## src/core/bfs_pkg.sv

```systemverilog
package bfs_pkg;

	// timebase
	localparam int CLK_PERIOD_NS = 10;
	localparam int SW_PERIOD_NS  = 2000;
	localparam int SW_CYC        = SW_PERIOD_NS / CLK_PERIOD_NS;
	localparam int MAX_DUTY_PCT  = 94;
	// longest high-side time rounds down
	localparam int MAX_ON_CYC    = SW_CYC * MAX_DUTY_PCT / 100;
	localparam int LS_BLANK_NS   = 150;
	localparam int LS_BLANK_CYC  =
		(LS_BLANK_NS + CLK_PERIOD_NS - 1) / CLK_PERIOD_NS;
	localparam int FLT_BLANK_US  = 20;
	localparam int FLT_BLANK_CYC =
		(FLT_BLANK_US * 1000 + CLK_PERIOD_NS - 1) / CLK_PERIOD_NS;

	// sequencing counts; hiccup in soft-start durations, trips in events, the rest in switching cycles
	localparam int HICCUP_MULT     = 4;
	localparam int OC_TRIP_COUNT   = 3;
	localparam int OC_CLEAR_CYCLES = 7;
	localparam int SS_CYC_DEFAULT  = 500;

	// widths
	localparam int CYC_W = 8;
	localparam int BLK_W = 12;
	localparam int LSB_W = 5;
	localparam int OCC_W = 2;
	localparam int BKP_W = 3;
	localparam int SS_W  = 16;
	localparam int HIC_W = SS_W + 2;

	// register port
	localparam int ADDR_W = 2;
	localparam int DATA_W = 16;
	localparam logic [ADDR_W-1:0] REG_STATUS    = 2'h0;
	localparam logic [ADDR_W-1:0] REG_SS_CYCLES = 2'h1;
	localparam logic [DATA_W-1:0] RD_ZERO       = 16'h0000;

	// status field positions
	localparam int STB_PG_OK   = 0;
	localparam int STB_OC_SKIP = 1;
	localparam int STB_OV      = 2;
	localparam int STB_UV      = 3;
	localparam int STB_OT      = 4;
	localparam int STB_TSD     = 5;
	localparam int STB_OCCNT   = 6;
	localparam int STB_STATE   = 8;

	typedef enum logic [2:0] {
		BFS_OFF,
		BFS_SOFT,
		BFS_RUN,
		BFS_OVP,
		BFS_HICCUP,
		BFS_OTEMP,
		BFS_TSD
	} bfs_state_t;

	// digital flags from the analog side, all asynchronous
	typedef struct packed {
		logic deep_disable;
		logic en_cmp;
		logic vin_lockout;
		logic vcc_lockout;
		logic fb_above_reg;
		logic fb_ov_cmp;
		logic fb_uv_cmp;
		logic external_overtemp_input;
		logic internal_thermal_shutdown;
		logic lowside_overcurrent_detect;
		logic current_set_resistor_present;
		logic pwm_cmp;
		logic hs_gate_off;
		logic ls_gate_off;
	} bfs_pins_t;

	localparam int PIN_W = $bits(bfs_pins_t);

	typedef struct packed {
		logic [ADDR_W-1:0] addr;
		logic [DATA_W-1:0] wdata;
		logic              wr;
		logic              rd;
	} bfs_bus_req_t;

endpackage

```

## src/core/bfs_sync.sv

```systemverilog
// two-stage synchroniser, one chain per bit
module bfs_sync #(
	parameter int WIDTH = 1
) (
	input  wire logic             clk_sys,
	input  wire logic             reset_n,
	input  wire logic [WIDTH-1:0] d,
	output logic      [WIDTH-1:0] q
);

	genvar gi;
	generate
		for (gi = 0; gi < WIDTH; gi = gi + 1)
		begin : g_bit
			logic meta_ff;
			logic sync_ff;

			// first stage feeds only the second stage; reset to ones so
			// deep disable and the lockouts read as asserted until real
			// samples arrive, instead of a false release after reset
			always_ff @(posedge clk_sys)
			begin
				if (!reset_n)
				begin
					meta_ff <= 1'b1;
					sync_ff <= 1'b1;
				end
				else
				begin
					meta_ff <= d[gi];
					sync_ff <= meta_ff;
				end
			end

			assign q[gi] = sync_ff;
		end
	endgenerate

endmodule

```

## src/core/bfs_buck_fault_sequencer.sv

```systemverilog
// Notes on behaviour
// - high side on at most 94% of each switching period
// - during soft-start only the overcurrent detection is acted on
// - soft-start begins once enabled and both supply lockouts released
// - deep disable holds all logic but the register port inactive and drivers off
// - pre-biased output above regulation holds switching until it falls back
// - adaptive dead time: a switch turns on only once the other is off
// - hiccup turns both switches off and pulls power good low
// - hiccup waits four soft-start durations then restarts soft-start
// - external overtemperature stops switching, both switches off
// - external overtemperature clearing starts a new soft-start
// - overvoltage held 20 us latches fault: high off, low on, pg low
// - after overvoltage keep low side on until undervoltage, then hiccup
// - undervoltage held over 20 us latches fault and enters hiccup
// - low-side overcurrent sampled only 150 ns after low side turns on
// - no current-set resistor selects the fixed 300 mV threshold
// - after overcurrent skip high pulses until current falls below trip
// - three consecutive overcurrent events enter hiccup
// - seven clean switching cycles clear the overcurrent counter
// - each overcurrent detection restarts the backup counter
// - thermal shutdown: both off, comp clamped; on clearing release clamp and soft-start
// - power good released only between undervoltage and overvoltage
// - power good low on any fault or during soft-start
//
// The register offsets and the address-and-strobe port were chosen for this implementation.
module bfs_buck_fault_sequencer #(
	parameter int SS_CYC_RESET = bfs_pkg::SS_CYC_DEFAULT
) (
	input  wire logic                         clk_sys,
	input  wire logic                         reset_n,
	input  wire bfs_pkg::bfs_pins_t           pins_in,
	input  wire bfs_pkg::bfs_bus_req_t        bus_req,
	output logic      [bfs_pkg::DATA_W-1:0]   rd_data,
	output logic                              high_side_switch,
	output logic                              low_side_switch,
	output logic                              power_good_out_o,
	output logic                              power_good_out_oe,
	output logic                              oc_threshold_fixed,
	output logic                              comp_clamp
);

	localparam int HW = bfs_pkg::HIC_W;
	localparam int SW = bfs_pkg::SS_W;
	localparam int CW = bfs_pkg::CYC_W;
	localparam int BW = bfs_pkg::BLK_W;
	localparam int LW = bfs_pkg::LSB_W;
	localparam int OW = bfs_pkg::OCC_W;
	localparam int KW = bfs_pkg::BKP_W;
	localparam int DW = bfs_pkg::DATA_W;

	localparam logic [CW-1:0] CYC_LAST   = CW'(bfs_pkg::SW_CYC - 1);
	localparam logic [CW-1:0] ON_LAST    = CW'(bfs_pkg::MAX_ON_CYC - 1);
	localparam logic [LW-1:0] LS_BLANK   = LW'(bfs_pkg::LS_BLANK_CYC);
	localparam logic [BW-1:0] FLT_BLANK  = BW'(bfs_pkg::FLT_BLANK_CYC);
	localparam logic [OW-1:0] OC_LAST    = OW'(bfs_pkg::OC_TRIP_COUNT - 1);
	localparam logic [KW-1:0] BKP_LAST   = KW'(bfs_pkg::OC_CLEAR_CYCLES - 1);
	localparam logic [HW-1:0] HIC_MULT   = HW'(bfs_pkg::HICCUP_MULT);
	localparam logic [SW-1:0] SS_RST_VAL = SW'(SS_CYC_RESET);

	logic [bfs_pkg::PIN_W-1:0] pin_raw;
	logic [bfs_pkg::PIN_W-1:0] pin_q;
	bfs_pkg::bfs_pins_t        pin_s;
	bfs_pkg::bfs_state_t       state_ff;
	bfs_pkg::bfs_state_t       nxt_state;

	logic          hold;
	logic          supply_ok;
	logic [CW-1:0] cyc_cnt_ff;
	logic          cyc_end;
	logic          sw_active;
	logic          hs_req_ff;
	logic          ls_want;
	logic          hs_ff;
	logic          ls_ff;
	logic [LW-1:0] ls_on_cnt_ff;
	logic          oc_sample;
	logic          oc_trip;
	logic          oc_skip_ff;
	logic          oc_seen_ff;
	logic          trip_now;
	logic [OW-1:0] oc_cnt_ff;
	logic [KW-1:0] bkp_cnt_ff;
	logic          oc_hiccup;
	logic [BW-1:0] ov_cnt_ff;
	logic [BW-1:0] uv_cnt_ff;
	logic          ov_fault;
	logic          uv_fault;
	logic          prebias_ff;
	logic [HW-1:0] seq_cnt_ff;
	logic [HW-1:0] hic_target;
	logic          ss_done;
	logic          hic_done;
	logic [SW-1:0] ss_cycles_ff;
	logic          pg_oe_ff;
	logic          oc_fixed_ff;
	logic          clamp_ff;
	logic [DW-1:0] rd_data_ff;
	logic [DW-1:0] status_word;

	// every analog flag is asynchronous to clk_sys
	assign pin_raw = pins_in;

	bfs_sync #(
		.WIDTH (bfs_pkg::PIN_W)
	) u_sync (
		.clk_sys (clk_sys),
		.reset_n (reset_n),
		.d       (pin_raw),
		.q       (pin_q)
	);

	assign pin_s = pin_q;

	// deep disable acts as a second synchronous reset for the sequencer
	assign hold      = !reset_n || pin_s.deep_disable;
	assign supply_ok = pin_s.en_cmp && !pin_s.vin_lockout
		&& !pin_s.vcc_lockout;

	// switching period counter; one wrap is one switching cycle
	always_ff @(posedge clk_sys)
	begin
		if (hold)
			cyc_cnt_ff <= '0;
		else if (cyc_cnt_ff == CYC_LAST)
			cyc_cnt_ff <= '0;
		else
			cyc_cnt_ff <= cyc_cnt_ff + 1'b1;
	end

	assign cyc_end   = (cyc_cnt_ff == CYC_LAST);
	assign sw_active = (state_ff == bfs_pkg::BFS_RUN)
		|| (state_ff == bfs_pkg::BFS_SOFT && !prebias_ff);

	// high-side request: set at the cycle boundary, cut by the comparator
	always_ff @(posedge clk_sys)
	begin
		if (hold || !sw_active)
			hs_req_ff <= 1'b0;
		else if (hs_req_ff && (!pin_s.pwm_cmp || cyc_cnt_ff == ON_LAST))
			hs_req_ff <= 1'b0;
		else if (cyc_end && !oc_skip_ff && !oc_trip)
			hs_req_ff <= 1'b1;
	end

	// overvoltage discharge keeps the low side on with the high side off
	assign ls_want = (state_ff == bfs_pkg::BFS_OVP)
		|| (sw_active && !hs_req_ff);

	// each driver waits for the sensed gate of the other to be off;
	// a fault state cuts the high side on its first edge, not one later
	always_ff @(posedge clk_sys)
	begin
		if (hold)
			hs_ff <= 1'b0;
		else
			hs_ff <= hs_req_ff && sw_active && pin_s.ls_gate_off
				&& !ls_ff;
	end

	// low side also checks the request so both never switch on together
	always_ff @(posedge clk_sys)
	begin
		if (hold)
			ls_ff <= 1'b0;
		else
			ls_ff <= ls_want && !hs_req_ff && pin_s.hs_gate_off
				&& !hs_ff;
	end

	// low-side conduction timer for the overcurrent blanking window
	always_ff @(posedge clk_sys)
	begin
		if (hold || !ls_ff)
			ls_on_cnt_ff <= '0;
		else if (ls_on_cnt_ff != LS_BLANK)
			ls_on_cnt_ff <= ls_on_cnt_ff + 1'b1;
	end

	// the switch-node ring right after turn-on would false trip
	assign oc_sample = ls_ff && (ls_on_cnt_ff == LS_BLANK);
	assign oc_trip   = oc_sample && pin_s.lowside_overcurrent_detect;

	// pulse skipping: set wins over the clearing sample
	always_ff @(posedge clk_sys)
	begin
		if (hold)
			oc_skip_ff <= 1'b0;
		else if (oc_trip)
			oc_skip_ff <= 1'b1;
		else if (oc_sample)
			oc_skip_ff <= 1'b0;
	end

	// remembers a trip anywhere inside the current switching cycle
	always_ff @(posedge clk_sys)
	begin
		if (hold || cyc_end)
			oc_seen_ff <= 1'b0;
		else if (oc_trip)
			oc_seen_ff <= 1'b1;
	end

	assign trip_now  = oc_seen_ff || oc_trip;
	assign oc_hiccup = cyc_end && trip_now && (oc_cnt_ff == OC_LAST);

	// event counter and its backup clear counter, both per switching cycle
	always_ff @(posedge clk_sys)
	begin
		if (hold || !(state_ff == bfs_pkg::BFS_SOFT
			|| state_ff == bfs_pkg::BFS_RUN))
		begin
			oc_cnt_ff  <= '0;
			bkp_cnt_ff <= '0;
		end
		else if (cyc_end && trip_now)
		begin
			if (oc_cnt_ff != OC_LAST)
				oc_cnt_ff <= oc_cnt_ff + 1'b1;
			bkp_cnt_ff <= '0;
		end
		else if (cyc_end && bkp_cnt_ff == BKP_LAST)
		begin
			oc_cnt_ff  <= '0;
			bkp_cnt_ff <= '0;
		end
		else if (cyc_end)
			bkp_cnt_ff <= bkp_cnt_ff + 1'b1;
	end

	// overvoltage blanking; only counts in regulation, so soft-start
	// never sees it
	always_ff @(posedge clk_sys)
	begin
		if (hold || state_ff != bfs_pkg::BFS_RUN || !pin_s.fb_ov_cmp)
			ov_cnt_ff <= '0;
		else if (ov_cnt_ff != FLT_BLANK)
			ov_cnt_ff <= ov_cnt_ff + 1'b1;
	end

	// undervoltage blanking, same window as overvoltage
	always_ff @(posedge clk_sys)
	begin
		if (hold || state_ff != bfs_pkg::BFS_RUN || !pin_s.fb_uv_cmp)
			uv_cnt_ff <= '0;
		else if (uv_cnt_ff != FLT_BLANK)
			uv_cnt_ff <= uv_cnt_ff + 1'b1;
	end

	assign ov_fault = (ov_cnt_ff == FLT_BLANK);
	assign uv_fault = (uv_cnt_ff == FLT_BLANK);

	// pre-bias hold is sampled as soft-start is entered
	always_ff @(posedge clk_sys)
	begin
		if (hold)
			prebias_ff <= 1'b0;
		else if (state_ff != bfs_pkg::BFS_SOFT
			&& nxt_state == bfs_pkg::BFS_SOFT)
			prebias_ff <= pin_s.fb_above_reg;
		else if (!pin_s.fb_above_reg)
			prebias_ff <= 1'b0;
	end

	// soft-start and hiccup timer in switching cycles, cleared per state
	always_ff @(posedge clk_sys)
	begin
		if (hold || nxt_state != state_ff)
			seq_cnt_ff <= '0;
		else if (cyc_end && !(state_ff == bfs_pkg::BFS_SOFT && prebias_ff))
			seq_cnt_ff <= seq_cnt_ff + 1'b1;
	end

	assign hic_target = HW'(ss_cycles_ff) * HIC_MULT;
	assign ss_done    = (seq_cnt_ff >= HW'(ss_cycles_ff));
	assign hic_done   = (seq_cnt_ff >= hic_target);

	// sequencer; losing enable or a supply drops to off from anywhere
	always_comb
	begin
		nxt_state = state_ff;
		if (!supply_ok)
			nxt_state = bfs_pkg::BFS_OFF;
		else
		begin
			unique case (state_ff)
				bfs_pkg::BFS_OFF:
					nxt_state = bfs_pkg::BFS_SOFT;
				bfs_pkg::BFS_SOFT:
				begin
					if (oc_hiccup)
						nxt_state = bfs_pkg::BFS_HICCUP;
					else if (ss_done)
						nxt_state = bfs_pkg::BFS_RUN;
				end
				bfs_pkg::BFS_RUN:
				begin
					if (oc_hiccup)
						nxt_state = bfs_pkg::BFS_HICCUP;
					else if (pin_s.internal_thermal_shutdown)
						nxt_state = bfs_pkg::BFS_TSD;
					else if (ov_fault)
						nxt_state = bfs_pkg::BFS_OVP;
					else if (uv_fault)
						nxt_state = bfs_pkg::BFS_HICCUP;
					else if (pin_s.external_overtemp_input)
						nxt_state = bfs_pkg::BFS_OTEMP;
				end
				bfs_pkg::BFS_OVP:
				begin
					if (pin_s.fb_uv_cmp)
						nxt_state = bfs_pkg::BFS_HICCUP;
				end
				bfs_pkg::BFS_HICCUP:
				begin
					if (hic_done)
						nxt_state = bfs_pkg::BFS_SOFT;
				end
				bfs_pkg::BFS_OTEMP:
				begin
					if (!pin_s.external_overtemp_input)
						nxt_state = bfs_pkg::BFS_SOFT;
				end
				bfs_pkg::BFS_TSD:
				begin
					if (!pin_s.internal_thermal_shutdown)
						nxt_state = bfs_pkg::BFS_SOFT;
				end
				default:
					nxt_state = bfs_pkg::BFS_OFF;
			endcase
		end
	end

	// hiccup, off, overtemperature and shutdown leave sw_active low,
	// so both drivers fall on entry
	always_ff @(posedge clk_sys)
	begin
		if (hold)
			state_ff <= bfs_pkg::BFS_OFF;
		else
			state_ff <= nxt_state;
	end

	// power good pulls low unless regulating cleanly inside the window
	always_ff @(posedge clk_sys)
	begin
		if (hold)
			pg_oe_ff <= 1'b1;
		else
			pg_oe_ff <= !(state_ff == bfs_pkg::BFS_RUN
				&& nxt_state == bfs_pkg::BFS_RUN
				&& !pin_s.fb_ov_cmp && !pin_s.fb_uv_cmp
				&& !oc_skip_ff && !pin_s.external_overtemp_input
				&& !pin_s.internal_thermal_shutdown);
	end

	// threshold select follows resistor detection
	always_ff @(posedge clk_sys)
	begin
		if (hold)
			oc_fixed_ff <= 1'b0;
		else
			oc_fixed_ff <= !pin_s.current_set_resistor_present;
	end

	// compensation clamp held through shutdown so restart begins at valley
	always_ff @(posedge clk_sys)
	begin
		if (hold)
			clamp_ff <= 1'b0;
		else
			clamp_ff <= (state_ff == bfs_pkg::BFS_TSD);
	end

	// soft-start length is software-set and also sets the hiccup wait
	always_ff @(posedge clk_sys)
	begin
		if (!reset_n)
			ss_cycles_ff <= SS_RST_VAL;
		else if (bus_req.wr && bus_req.addr == bfs_pkg::REG_SS_CYCLES)
			ss_cycles_ff <= bus_req.wdata;
	end

	// live status word
	always_comb
	begin
		status_word = bfs_pkg::RD_ZERO;
		status_word[bfs_pkg::STB_PG_OK]   = !pg_oe_ff;
		status_word[bfs_pkg::STB_OC_SKIP] = oc_skip_ff;
		status_word[bfs_pkg::STB_OV]      = (state_ff == bfs_pkg::BFS_OVP);
		status_word[bfs_pkg::STB_UV]      = uv_fault;
		status_word[bfs_pkg::STB_OT]      = (state_ff == bfs_pkg::BFS_OTEMP);
		status_word[bfs_pkg::STB_TSD]     = (state_ff == bfs_pkg::BFS_TSD);
		status_word[bfs_pkg::STB_OCCNT +: OW] = oc_cnt_ff;
		status_word[bfs_pkg::STB_STATE +: 3]  = state_ff;
	end

	// read data valid only in the cycle after the strobe
	always_ff @(posedge clk_sys)
	begin
		if (!reset_n || !bus_req.rd)
			rd_data_ff <= bfs_pkg::RD_ZERO;
		else if (bus_req.addr == bfs_pkg::REG_STATUS)
			rd_data_ff <= status_word;
		else if (bus_req.addr == bfs_pkg::REG_SS_CYCLES)
			rd_data_ff <= ss_cycles_ff;
		else
			rd_data_ff <= bfs_pkg::RD_ZERO;
	end

	// open-drain power good never drives high
	assign power_good_out_o   = 1'b0;
	assign power_good_out_oe  = pg_oe_ff;
	assign high_side_switch   = hs_ff;
	assign low_side_switch    = ls_ff;
	assign oc_threshold_fixed = oc_fixed_ff;
	assign comp_clamp         = clamp_ff;
	assign rd_data            = rd_data_ff;

endmodule

```

## config.mk

```make
export PLATFORM = sky130hd
export DESIGN_NAME = bfs_buck_fault_sequencer
export DESIGN_NICKNAME = d
export VERILOG_FILES = /design/src/core/bfs_pkg.sv /design/src/core/bfs_sync.sv /design/src/core/bfs_buck_fault_sequencer.sv
export SDC_FILE = /design/constraint.sdc
export NUM_CORES = 1
export LEC_CHECK = 0
export BUFFER_PORTS_ARGS = -buffer_cell sky130_fd_sc_hd__buf_4
export CAP_MARGIN = 10
export CORE_AREA = 8 8 119 121
export CTS_BUF_LIST = sky130_fd_sc_hd__clkbuf_4 sky130_fd_sc_hd__clkbuf_8 sky130_fd_sc_hd__clkbuf_16
export DETAILED_ROUTE_END_ITERATION = 10
export DIE_AREA = 0 0 127 129
export PLACE_DENSITY = 0.69
export SLEW_MARGIN = 20
export SYNTH_ARGS = -nofsm -noshare
export SYNTH_HDL_FRONTEND = slang
export SYNTH_SLANG_ARGS = --single-unit
```

## constraint.sdc

```tcl
create_clock -name clk_sys -period 3.4 [get_ports clk_sys]
set_clock_uncertainty 0.2 [all_clocks]
set_input_delay 0.68 -clock clk_sys [delete_from_list [all_inputs] [get_ports clk_sys]]
set_output_delay 0.68 -clock clk_sys [all_outputs]
set_load 0.005 [all_outputs]
```

After elaboration in Yosys (flattened, before gate mapping)
Cells that the tools add are included.
{"block": "classes", "order_cmp": 2, "n_reduce_logical": 73, "add_sub_neg": 7, "n_eq_ne": 25, "bitwise": 1, "n_mux": 22}
{"cell": "two-way mux 3 bit", "n": 12}
{"cell": "logical AND 1 bit", "n": 28}
{"cell": "adder 12 x 1 -> 12 bit, second input constant", "n": 2}
{"cell": "equality test 12 x 11 -> 1 bit, second input constant", "n": 2}
{"cell": "!= test 12 x 11 -> 1 bit, second input constant", "n": 2}
{"cell": "two-way mux 11 bit", "n": 2}
{"cell": "logical NOT 1 bit", "n": 21}
{"cell": "case mux 3 bit (7 select lines)", "n": 1}
{"cell": "adder 18 x 1 -> 18 bit, second input constant", "n": 1}
{"cell": "greater-or-equal comparator 18 x 16 -> 1 bit", "n": 1}
{"cell": "greater-or-equal comparator 18 bit", "n": 1}
{"cell": "equality test 8 bit, second input constant", "n": 2}
{"cell": "logical OR 1 bit", "n": 15}
{"cell": "equality test 3 bit, second input constant", "n": 4}
{"cell": "equality test 3 x 2 -> 1 bit, second input constant", "n": 3}
{"cell": "adder 8 x 1 -> 8 bit, second input constant", "n": 1}
{"cell": "equality test 3 x 1 -> 1 bit, second input constant", "n": 2}
{"cell": "two-way mux 2 bit", "n": 3}
{"cell": "OR reduction 3 bit", "n": 2}
{"cell": "adder 5 x 1 -> 5 bit, second input constant", "n": 1}
{"cell": "equality test 5 x 4 -> 1 bit, second input constant", "n": 1}
{"cell": "!= test 5 x 4 -> 1 bit, second input constant", "n": 1}
{"cell": "two-way mux 1 bit", "n": 4}
{"cell": "!= test 2 bit, second input constant", "n": 2}
{"cell": "other kinds (14)", "n": 16}
{"block": "word_totals", "register_bits": 132, "word_cells": 178, "input_bits": 36, "out_inout_bits": 22}

Depth between registers and ports, before layout
Gate-level depths: netlist (run 1).
{"block": "depth", "ltp_word": 17, "depth_mapped": 14, "mapped_depth_nobuf": 11}

By module
A second synthesis (run 1) with hierarchy kept.
{"block": "unflattened", "cells_unflattened": 733, "area_unflattened_um2": 6488.7}
{"module": "bfs_buck_fault_sequencer", "cells_per_inst": 661, "seq_area_each_um2": 2082.0, "area_each_um2": 5627.9, "n_inst": 1}
{"module": "bfs_sync", "cells_per_inst": 72, "seq_area_each_um2": 560.5, "area_each_um2": 860.8, "n_inst": 1}

Worst setup path before layout (run 1)
No wires, ideal clock.
{"block": "synth_path", "kind": "reg2reg", "from": "register ls_on_cnt_ff[0]", "to": "register seq_cnt_ff[10]", "stages_incl_launch_ff": 15, "path_slack_ns": 0.316, "arrival_time_ns": 2.811, "period_less_slack_ns": 3.084, "n_path_buf": 3, "t_required_ns": 3.127, "cell_sequence": "dfxtp_1 ha_1 and3_1 ha_1 clkbuf_1 a31oi_1 nand4bb_1 nand2_1 a31o_1 o2111ai_1 o211ai_1 or3_1 buf_6 buf_8 nor3_2"}
{"block": "synth_via", "elab_chain_cells": 11}
{"element": "start: declaration", "line": "bfs_buck_fault_sequencer.sv:75", "text": "logic [LW-1:0] ls_on_cnt_ff;"}
{"element": "start signal: assignment", "line": "bfs_buck_fault_sequencer.sv:176", "text": "ls_on_cnt_ff <= ls_on_cnt_ff + 1'b1;"}
{"element": "equality test 5 x 4 -> 1 bit *", "line": "bfs_buck_fault_sequencer.sv:180", "text": "assign oc_sample = ls_ff && (ls_on_cnt_ff == LS_BLANK);"}
{"element": "logical AND 1 bit *", "line": "bfs_buck_fault_sequencer.sv:180"}
{"element": "logical AND 1 bit *", "line": "bfs_buck_fault_sequencer.sv:181", "text": "assign oc_trip = oc_sample && pin_s.lowside_overcurrent_detect;"}
{"element": "logical OR 1 bit *", "line": "bfs_buck_fault_sequencer.sv:203", "text": "assign trip_now = oc_seen_ff || oc_trip;"}
{"element": "logical AND 1 bit * (2 in series)", "line": "bfs_buck_fault_sequencer.sv:204", "text": "assign oc_hiccup = cyc_end && trip_now && (oc_cnt_ff == OC_LAST);"}
{"element": "two-way mux 3 bit (on tied branches)", "line": "bfs_buck_fault_sequencer.sv:297, bfs_buck_fault_sequencer.sv:290"}
{"element": "case mux 3 bit (7 select lines) *", "line": "bfs_buck_fault_sequencer.sv:285", "text": "unique case (state_ff)"}
{"element": "two-way mux 3 bit *", "line": "bfs_buck_fault_sequencer.sv:281", "text": "if (!supply_ok)"}
{"element": "!= test 3 bit *", "line": "bfs_buck_fault_sequencer.sv:267", "text": "if (hold || nxt_state != state_ff)"}
{"element": "logical OR 1 bit *", "line": "bfs_buck_fault_sequencer.sv:267"}
{"element": "end signal: assignment", "line": "bfs_buck_fault_sequencer.sv:270", "text": "seq_cnt_ff <= seq_cnt_ff + 1'b1;"}
{"element": "end: declaration", "line": "bfs_buck_fault_sequencer.sv:89", "text": "logic [HW-1:0] seq_cnt_ff;"}
Every way passes the cells marked *; elsewhere a longest branch is shown, timed or not.
A chain may end at the register's enable or synchronous reset.

Final worst setup path (run 1)
{"block": "layout_path", "from": "register seq_cnt_ff[0]", "to": "register seq_cnt_ff[7]"}
{"block": "layout_via", "elab_chain_cells": 7}
{"element": "greater-or-equal comparator 18 x 16 -> 1 bit", "line": "bfs_buck_fault_sequencer.sv:274", "text": "assign ss_done = (seq_cnt_ff >= HW'(ss_cycles_ff));"}
{"element": "two-way mux 3 bit", "line": "bfs_buck_fault_sequencer.sv:292", "text": "else if (ss_done)"}
{"element": "two-way mux 3 bit", "line": "bfs_buck_fault_sequencer.sv:290", "text": "if (oc_hiccup)"}
{"element": "case mux 3 bit (7 select lines)", "line": "bfs_buck_fault_sequencer.sv:285"}
{"element": "two-way mux 3 bit", "line": "bfs_buck_fault_sequencer.sv:281"}
{"element": "!= test 3 bit", "line": "bfs_buck_fault_sequencer.sv:267"}
{"element": "logical OR 1 bit", "line": "bfs_buck_fault_sequencer.sv:267"}
Parallel ways exist; a longest one is shown, timed or not.

==> flow_metrics.env, run 1 <==
export IMPL_status="complete, no violations"
export IMPL_clk_pin_slew_ns=0.05
export IMPL_drt_wl_total_mm=14.0
export IMPL_area_growth_pct=18.6
export IMPL_die_area_mm2=0.0164
export IMPL_io_buffers=56
export IMPL_detail_route_antenna_nets=0
export IMPL_netlist_cell_type_count=63
export IMPL_wl_per_cell_um=15.6
export IMPL_fillerInstances=1078
export IMPL_multi_input_area_mm2=0.00317
export IMPL_finalSetupViolCount=0
export IMPL_hold_ws_ns=0.183
export IMPL_arrival_ns=3.24
export IMPL_viasPerCell=5.48
export IMPL_grt_usage=0.178
export IMPL_htreeDepth=4
export IMPL_ioPinCount=58
export IMPL_final_nets=817
export IMPL_mappedNetlistArea_mm2=0.00605
export IMPL_path_class="register to register"
export IMPL_wl_met2_mm=6.79
export IMPL_via_count=4912
export IMPL_fin_setup_tns_ns=0
export IMPL_ys_flop_type="dfxtp_1"
export IMPL_worstSkewPairLatency_ns=0.42
export IMPL_hold_viol=0
export IMPL_max_slew_worst_pin_slew_ns=0.824
export IMPL_clock_path_buffers=2
export IMPL_regArea_mm2=0.00264
export IMPL_report_final_slew_viol_count=0
export IMPL_die_w_um=127
export IMPL_gp_congestion=0.891
export IMPL_endpoint_kind="register"
export IMPL_p_per_area_mw_per_mm2=477
export IMPL_start_util=0.491
export IMPL_ctsResizeCount=0
export IMPL_holdBufCountCts=0
export IMPL_path_max_fanout=18
export IMPL_met1_length_mm=6.15
export IMPL_drt_first_pass_iters=5
export IMPL_root_buffer="clkbuf_16"
export IMPL_top_layer="met4"
export IMPL_fin_crit_sh=0.916
export IMPL_critPathLaunchType="register"
export IMPL_cap_violations=0
export IMPL_avgSynthCellArea_um2=8.95
export IMPL_final_min_clock_period_ns=3.11
export IMPL_synth_cells=676
export IMPL_synth_simple_area_share=0.254
export IMPL_core_mm2=0.0123
export IMPL_synth_top_family_by_area="simple AND/OR/NAND/NOR gates"
export IMPL_synthMuxAreaShare=0.00352
export IMPL_synthArstFlopShare=0
export IMPL_p_leak_uw=0.00284
export IMPL_vdd_drop_max_v=0.000348
export IMPL_drcViolationCount=0
export IMPL_hold_class="register to register"
export IMPL_grt_pass1_wl_mm=23.0
export IMPL_worstPathRequired_ns=3.53
export IMPL_synth_edff_count=0
export IMPL_max_slew_margin=0.446
export IMPL_ys_ff_latch=132
export IMPL_met3_length_um=815
export IMPL_yosys_area_share_adder=0.0910
export IMPL_grt_max_degree=29
export IMPL_rsz0062_at_grt="no"
export IMPL_grt_ovfl_total=0
export IMPL_num_antenna_cells=0
export IMPL_cts_buffers_inserted=17
export IMPL_post_dp_hpwl_mm=10.5
export IMPL_synth_nets=756
export IMPL_yosys_area_share_xor_xnor=0.0637
export IMPL_grt_pass1_vias=4869
export IMPL_drt_initial_drc_count=239
export IMPL_yosysWarnings=0
export IMPL_drive_above_1_share=0.149
export IMPL_rows=41
export IMPL_die_y_um=129
export IMPL_cts_sinks=132
export IMPL_ys_seq_area_frac=0.437
export IMPL_fmax_mhz=321
export IMPL_cts_tree="done"
export IMPL_antenna_found_initial=0
export IMPL_synth_compound_area_frac=0.111
export IMPL_cts_setup_buffers=0
## cell families after synthesis
logic type | Yosys count
other | 1
AND/OR/NAND/NOR | 296
multiplexers | 2
XOR/XNOR | 44
buffers and inverters | 55
flip-flops | 132
AO/OA/AOI/OAI | 102
adder cells (fa/ha/maj) | 44
## per-layer routing
layer / global-route usage / vias to the layer above
li1: - / 2444
met1: 0.202 / 2308
met2: 0.300 / 135
met3: 0.0600 / 25
met4: 0.0749 / 0
met5: 0 / -
## metrics by stage
| stage | utilization | power [uW] | setup slack, ns | instance area (um2) | cells |
|---|---|---|---|---|---|
| 2_1_floorplan | - | 1680 | 0.316 | 6050 | 676 |
| 5_1_grt | 0.583 | 3550 | 0.0917 | 7170 | 897 |
| 3_3_place_gp | 0.537 | 1730 | 0.402 | 6610 | 868 |
| 3_5_place_dp | 0.537 | 1730 | 0.297 | 6610 | 868 |
| 6_report | 0.583 | 3420 | 0.286 | 7170 | 897 |
| 4_1_cts | 0.583 | 3460 | 0.283 | 7170 | 897 |
## registers in the layout (all words and copies together) (netlist names), 2 cells and up
signal and cells:
ls_on_cnt_ff 5, uv_cnt_ff 12, u_sync.g_bit.meta_ff 14, ss_cycles_ff 16, seq_cnt_ff 18, ov_cnt_ff 12
bkp_cnt_ff 3, state_ff 3, oc_cnt_ff 2, cyc_cnt_ff 8, u_sync.g_bit.sync_ff 14, rd_data 16
## cells in the final DEF (no fill, tap or decap), types with 18 or more instances in the layout
cell type and n:
nor2_1 66, xnor2_1 18, dfxtp_1 132, nand3_1 19, ha_1 44, nand2b_1 35
xor2_1 26, buf_4 66, nand2_1 72, a21oi_1 32, nor3_1 26, inv_1 31
## power by group
part / internal, uW / switching, uW / total [uW]
Clock: 1100 / 618 / 1720
Combinational: 58.1 / 56.6 / 115
Sequential: 1570 / 11.3 / 1590
Total: 2730 / 686 / 3420
## cell usage after synthesis (all sizes together), types with 12 or more instances
master	count	area share
dfxtp	132	0.44
nand2	72	0.045
nor2	66	0.041
ha	44	0.091
nor3	36	0.038
nand2b	35	0.036
a21oi	33	0.028
inv	31	0.019
xor2	26	0.038
clkbuf	19	0.012
nand3	19	0.016
xnor2	18	0.026
and3	17	0.018
o21ai	17	0.014
a21boi	12	0.015
## worst paths after layout
kind / startpoint / end / slack, ns / cells past startpoint
max: seq_cnt_ff[0]$_SDFFE_PP0P_ / seq_cnt_ff[7]$_SDFFE_PP0P_ / 0.29 / 11
min: u_sync.g_bit[3].sync_ff$_SDFF_PN1_ / oc_threshold_fixed$_SDFF_PP0_ / 0.18 / 1
max reg2reg: seq_cnt_ff[0]$_SDFFE_PP0P_ / seq_cnt_ff[7]$_SDFFE_PP0P_ / 0.29 / 11
min reg2reg: u_sync.g_bit[3].sync_ff$_SDFF_PN1_ / oc_threshold_fixed$_SDFF_PP0_ / 0.18 / 1
## layout make-up
| class | count | share of cell area |
|---|---|---|
| multi-input combinational | 489 | 0.442 |
| sequential | 132 | 0.368 |
| clock buffer | 24 | 0.0710 |
| timing repair buffer | 66 | 0.0691 |
| tap | 150 | 0.0262 |
| inverter | 31 | 0.0162 |
| clock inverter | 5 | 0.00698 |
## critical path, stage by stage (launching register included)
cell,delay [ns]
dfxtp_1,0.42
inv_1,0.11
ha_1,0.28
nand2b_1,0.09
a21oi_1,0.07
o221a_2,0.30
o41a_1,0.51
a41o_1,0.31
o21ai_1,0.25
a21oi_2,0.09
buf_4,0.22
nor3_1,0.19
(Power assumes the default switching activity.)
==> run 2: changes to the inputs <==
Settings changed: RECOVER_POWER from default to 50.
==> run 2 against run 1 <==
- via count decreased by 1.4%
- fmax grew 0.25%
- global-route usage is the same
- hold slack gained 0.0010 ns
- largest power group unchanged
- wire length about the same
- die area unchanged
==> flow_metrics.env, run 2 (same netlist as run 1, synthesis figures left out) <==
export IMPL_status="complete, no violations"
export IMPL_critPathLaunchType="register"
export IMPL_die_y_um=129
export IMPL_die_w_um=127
export IMPL_root_buffer="clkbuf_16"
export IMPL_clk_pin_slew_ns=0.05
export IMPL_hold_class="register to register"
export IMPL_gp_congestion=0.891
export IMPL_grt_ovfl_total=0
export IMPL_fillerInstances=1082
export IMPL_antenna_found_initial=0
export IMPL_fin_setup_tns_ns=0
export IMPL_min_path_cells=1
export IMPL_top_register="seq_cnt_ff"
export IMPL_grt_max_degree=29
export IMPL_ioPinCount=58
export IMPL_drt_initial_drc_count=221
export IMPL_cp_slowest_cell="o41a_1"
export IMPL_drcViolationCount=0
export IMPL_num_antenna_cells=0
export IMPL_p_leak_uw=0.00280
export IMPL_cts_buffers_inserted=17
export IMPL_cts_tree="done"
export IMPL_final_nets=817
export IMPL_cts_sinks=132
export IMPL_detail_route_antenna_nets=0
export IMPL_drt_wl_total_mm=14.0
export IMPL_rsz0062_at_grt="no"
export IMPL_path_max_fanout=18
export IMPL_via_count=4844
export IMPL_grt_usage=0.178
export IMPL_finalSetupViolCount=0
export IMPL_largest_reg_flops=18
export IMPL_cap_violations=0
export IMPL_rows=41
export IMPL_dp_slack_ns=0.297
export IMPL_cp_cell_sequence="inv_1 -> ha_1 -> nand2b_1 -> a21oi_1 -> o221a_2 -> o41a_1 -> a41o_1 -> o21ai_1 -> a21oi_2 -> buf_4 -> nor3_1"
export IMPL_worstPathRequired_ns=3.53
export IMPL_post_dp_hpwl_mm=10.5
export IMPL_layout_setup_ws_ns=0.293
export IMPL_viasPerCell=5.40
export IMPL_drt_first_pass_iters=5
export IMPL_drive_above_1_share=0.137
export IMPL_worstSkewPairLatency_ns=0.42
export IMPL_crit_family="compound AO/OA/AOI/OAI gates"
export IMPL_timing_rr_end="seq_cnt_ff[7]$_SDFFE_PP0P_"
export IMPL_report_final_slew_viol_count=0
export IMPL_fmax_mhz=322
export IMPL_max_stage_delay_ns=0.51
export IMPL_start_util=0.491
export IMPL_area_growth_pct=18.0
export IMPL_hp_start="u_sync.g_bit[3].sync_ff$_SDFF_PN1_"
export IMPL_final_min_clock_period_ns=3.11
export IMPL_r2r_slack_ns=0.29
export IMPL_vdd_drop_max_v=0.000348
export IMPL_reg2regPathDepth=11
export IMPL_holdPathEnd="oc_threshold_fixed$_SDFF_PP0_"
export IMPL_clock_path_buffers=2
export IMPL_path_class="register to register"
export IMPL_die_area_mm2=0.0164
export IMPL_max_slew_margin=0.248
export IMPL_arrival_ns=3.23
export IMPL_grt_pass1_vias=4869
export IMPL_mostFrequentLayoutCells="132 x dfxtp_1, 72 x nand2_1, 66 x nor2_1, 44 x ha_1, 42 x buf_4"
export IMPL_reg2reg_from="seq_cnt_ff[0]$_SDFFE_PP0P_"
export IMPL_power_total_uw=3420
export IMPL_fin_crit_sh=0.914
export IMPL_grt_pass1_wl_mm=23.0
export IMPL_hold_viol=0
export IMPL_endpoint_kind="register"
export IMPL_max_slew_worst_pin_slew_ns=1.13
export IMPL_cts_setup_buffers=0
export IMPL_wl_per_cell_um=15.6
export IMPL_htreeDepth=4
export IMPL_ctsResizeCount=0
export IMPL_core_mm2=0.0123
export IMPL_holdBufCountCts=0
export IMPL_cp_num_buf_inv=2
export IMPL_final_common_cell="dfxtp_1"
export IMPL_p_per_area_mw_per_mm2=479
export IMPL_hold_ws_ns=0.184
export IMPL_io_buffers=56
[run 2: cell count changes in the layout (fill, tap and decap cells not counted), sizes merged]
| cell | previous run | this run |
|---|---|---|
| buf | 66 | 42 |
| clkbuf | 24 | 48 |
[run 2: worst max-delay path by stage]
stage	from	endpoint	slack [ns]	cells after the start
after floorplan	ls_on_cnt_ff[0]$_SDFFE_PP0P_	seq_cnt_ff[10]$_SDFFE_PP0P_	0.32	14
after global placement	seq_cnt_ff[0]$_SDFFE_PP0P_	seq_cnt_ff[3]$_SDFFE_PP0P_	0.40	11
after detailed placement	seq_cnt_ff[0]$_SDFFE_PP0P_	seq_cnt_ff[6]$_SDFFE_PP0P_	0.30	11
after CTS	seq_cnt_ff[0]$_SDFFE_PP0P_	seq_cnt_ff[7]$_SDFFE_PP0P_	0.28	11
after global routing	ls_on_cnt_ff[0]$_SDFFE_PP0P_	seq_cnt_ff[1]$_SDFFE_PP0P_	0.09	12
final	seq_cnt_ff[0]$_SDFFE_PP0P_	seq_cnt_ff[7]$_SDFFE_PP0P_	0.29	11
[run 2: cell type report]
type                       instances  area [um2]  area share
multi-input combinational        489        3170       0.444
sequential                       132        2640       0.370
clock buffer                      24         509      0.0713
timing repair buffer              66         462      0.0647
tap                              150         188      0.0263
inverter                          31         116      0.0163
clock inverter                     5        50.0     0.00701
[run 2: power by group]
part / switching (uW) / internal, uW
Sequential: 11.3 / 1570
Clock: 619 / 1100
Combinational: 56.4 / 55.8
[run 2: routing by layer]
layer,vias up,track usage,share of wire
li1,2446,-,-
met1,2271,0.202,0.45
met2,111,0.300,0.49
met3,16,0.0600,0.051
met4,0,0.0749,0.013
met5,-,0,0
[run 2: per-stage QoR]
stage           util  std cells  cell area, um2
4_1_cts        0.583        897            7170
3_5_place_dp   0.537        868            6610
3_3_place_gp   0.537        868            6610
5_1_grt        0.580        897            7140
2_1_floorplan      -        676            6050
6_report       0.580        897            7140
==> run 3: changes to the inputs <==
Settings changed: CORE_AREA 8 8 119 121 to 2 2 113 115, DIE_AREA 0 0 127 129 to 0 0 115 117, SETUP_SLACK_MARGIN from default to 0.4.
==> run 3 against run 2 <==
- first-iteration DRC count grew 51%
- clock power about the same
- utilization rose by 1.3 points
- critical path type unchanged
- worst setup slack better by 0.22 ns
- via count increased by 2.8%
- highest routed layer unchanged
- final cell count is 0.22% higher
==> flow_metrics.env, run 3 (same netlist as run 1, synthesis figures left out) <==
export IMPL_status="complete, no violations"
export IMPL_drt_wl_total_mm=14.3
export IMPL_ioPinCount=58
export IMPL_holdBufCountCts=0
export IMPL_p_per_area_mw_per_mm2=470
export IMPL_path_max_fanout=18
export IMPL_die_w_um=115
export IMPL_cp_num_buf_inv=1
export IMPL_post_dp_hpwl_mm=10.6
export IMPL_grt_pass1_vias=4805
export IMPL_start_util=0.491
export IMPL_path_class="register to register"
export IMPL_drt_initial_drc_count=333
export IMPL_p_leak_uw=0.00285
export IMPL_drcViolationCount=0
export IMPL_vdd_drop_max_v=0.000348
export IMPL_detail_route_antenna_nets=0
export IMPL_hold_viol=0
export IMPL_die_y_um=117
export IMPL_grt_usage=0.221
export IMPL_fin_setup_tns_ns=0
export IMPL_crit_family="simple AND/OR/NAND/NOR gates"
export IMPL_power_total_uw=3430
export IMPL_cts_sinks=132
export IMPL_die_area_mm2=0.0135
export IMPL_drive_above_1_share=0.168
export IMPL_regArea_mm2=0.00264
export IMPL_final_common_cell="dfxtp_1"
export IMPL_layout_setup_ws_ns=0.516
export IMPL_rows=41
export IMPL_endpoint_kind="register"
export IMPL_area_growth_pct=20.8
export IMPL_top_register="seq_cnt_ff"
export IMPL_htreeDepth=4
export IMPL_grt_pass1_wl_mm=22.8
export IMPL_hold_class="register to register"
export IMPL_cp_cell_sequence="ha_1 -> and3_1 -> ha_4 -> a31oi_4 -> nand4bb_4 -> nand2_1 -> a31o_1 -> o2111ai_1 -> o211ai_1 -> or3_4 -> buf_12 -> nor3b_1"
export IMPL_num_antenna_cells=0
export IMPL_finalSetupViolCount=0
export IMPL_cts_buffers_inserted=17
export IMPL_arrival_ns=3.03
export IMPL_root_buffer="clkbuf_16"
export IMPL_io_buffers=56
export IMPL_clock_path_buffers=2
export IMPL_max_stage_delay_ns=0.41
export IMPL_final_cell_area_mm2=0.00730
export IMPL_fillerInstances=1061
export IMPL_cp_slowest_cell="or3_4"
export IMPL_drt_first_pass_iters=7
export IMPL_viasPerCell=5.54
export IMPL_fmax_mhz=347
export IMPL_core_mm2=0.0123
export IMPL_max_slew_worst_pin_slew_ns=0.853
export IMPL_gp_congestion=0.879
export IMPL_grt_max_degree=27
export IMPL_cp_depth=12
export IMPL_final_nets=821
export IMPL_dpl_cell_area_mm2=0.00665
export IMPL_antenna_found_initial=0
export IMPL_reg2regPathDepth=12
export IMPL_grt_ovfl_total=0
export IMPL_multi_input_area_mm2=0.00327
export IMPL_cap_violations=0
export IMPL_mostFrequentLayoutCells="131 x dfxtp_1, 72 x nand2_1, 66 x nor2_1, 46 x buf_4, 43 x ha_1"
export IMPL_clk_pin_slew_ns=0.06
export IMPL_via_count=4980
export IMPL_critPathLaunchType="register"
export IMPL_worstPathRequired_ns=3.54
export IMPL_cts_tree="done"
export IMPL_max_slew_margin=0.431
export IMPL_min_path_cells=1
export IMPL_dp_slack_ns=0.289
export IMPL_fin_crit_sh=0.848
export IMPL_wl_per_cell_um=16.0
export IMPL_rsz0062_at_grt="no"
export IMPL_final_min_clock_period_ns=2.88
export IMPL_worstSkewPairLatency_ns=0.42
export IMPL_largest_reg_flops=18
export IMPL_report_final_slew_viol_count=0
## run 3: path summary, 6_finish.rpt
kind	start	endpoint	slack (ns)
setup / recovery	ls_on_cnt_ff[0]$_SDFFE_PP0P_	seq_cnt_ff[3]$_SDFFE_PP0P_	0.52
hold / removal	u_sync.g_bit[3].sync_ff$_SDFF_PN1_	oc_threshold_fixed$_SDFF_PP0_	0.20
setup reg to reg	ls_on_cnt_ff[0]$_SDFFE_PP0P_	seq_cnt_ff[3]$_SDFFE_PP0P_	0.52
hold reg to reg	u_sync.g_bit[3].sync_ff$_SDFF_PN1_	oc_threshold_fixed$_SDFF_PP0_	0.20
## run 3: report_power, final
part,internal (uW),leakage (uW),switching (uW)
Combinational,58.8,0.00151,59.5
Clock,1110,0.000273,623
Sequential,1570,0.00107,12.1
## run 3: final cells by class
type	instances	share of cell area
Tap cell	150	0.0257
Inverter	31	0.0159
Sequential cell	132	0.362
Multi-Input combinational cell	489	0.447
Clock inverter	6	0.0113
Timing Repair Buffer	70	0.0738
Clock buffer	21	0.0641
## run 3: repair_timing
| action | CTS | global route |
|---|---|---|
| resized for setup | 5 | 14 |
| pin swaps | 0 | 4 |
| endpoints found under the setup margin | 18 | 18 |
| buffers inserted | 0 | 3 |
## run 3: routing by layer
metal / wire length [um] / vias up / global-route usage
met5: 0 / - / 0
met4: 544 / 0 / 0.117
met3: 716 / 43 / 0.0556
met2: 6960 / 149 / 0.379
met1: 6120 / 2332 / 0.255
li1: - / 2456 / -
## run 3: through the flow
stage          instances   util  hold WS, ns
6_report             899  0.593        0.199
4_1_cts              896  0.587        0.207
3_5_place_dp         869  0.540        0.193
2_1_floorplan        676      -        0.168
5_1_grt              899  0.593        0.214
3_3_place_gp         869  0.540        0.189
## run 3: worst reg2reg max path, cell delays in order (launching register included)
cell,delay (ns)
dfxtp_1,0.33
ha_1,0.22
and3_1,0.22
ha_4,0.18
a31oi_4,0.19
nand4bb_4,0.19
nand2_1,0.10
a31o_1,0.22
o2111ai_1,0.09
o211ai_1,0.11
or3_4,0.41
buf_12,0.17
nor3b_1,0.18
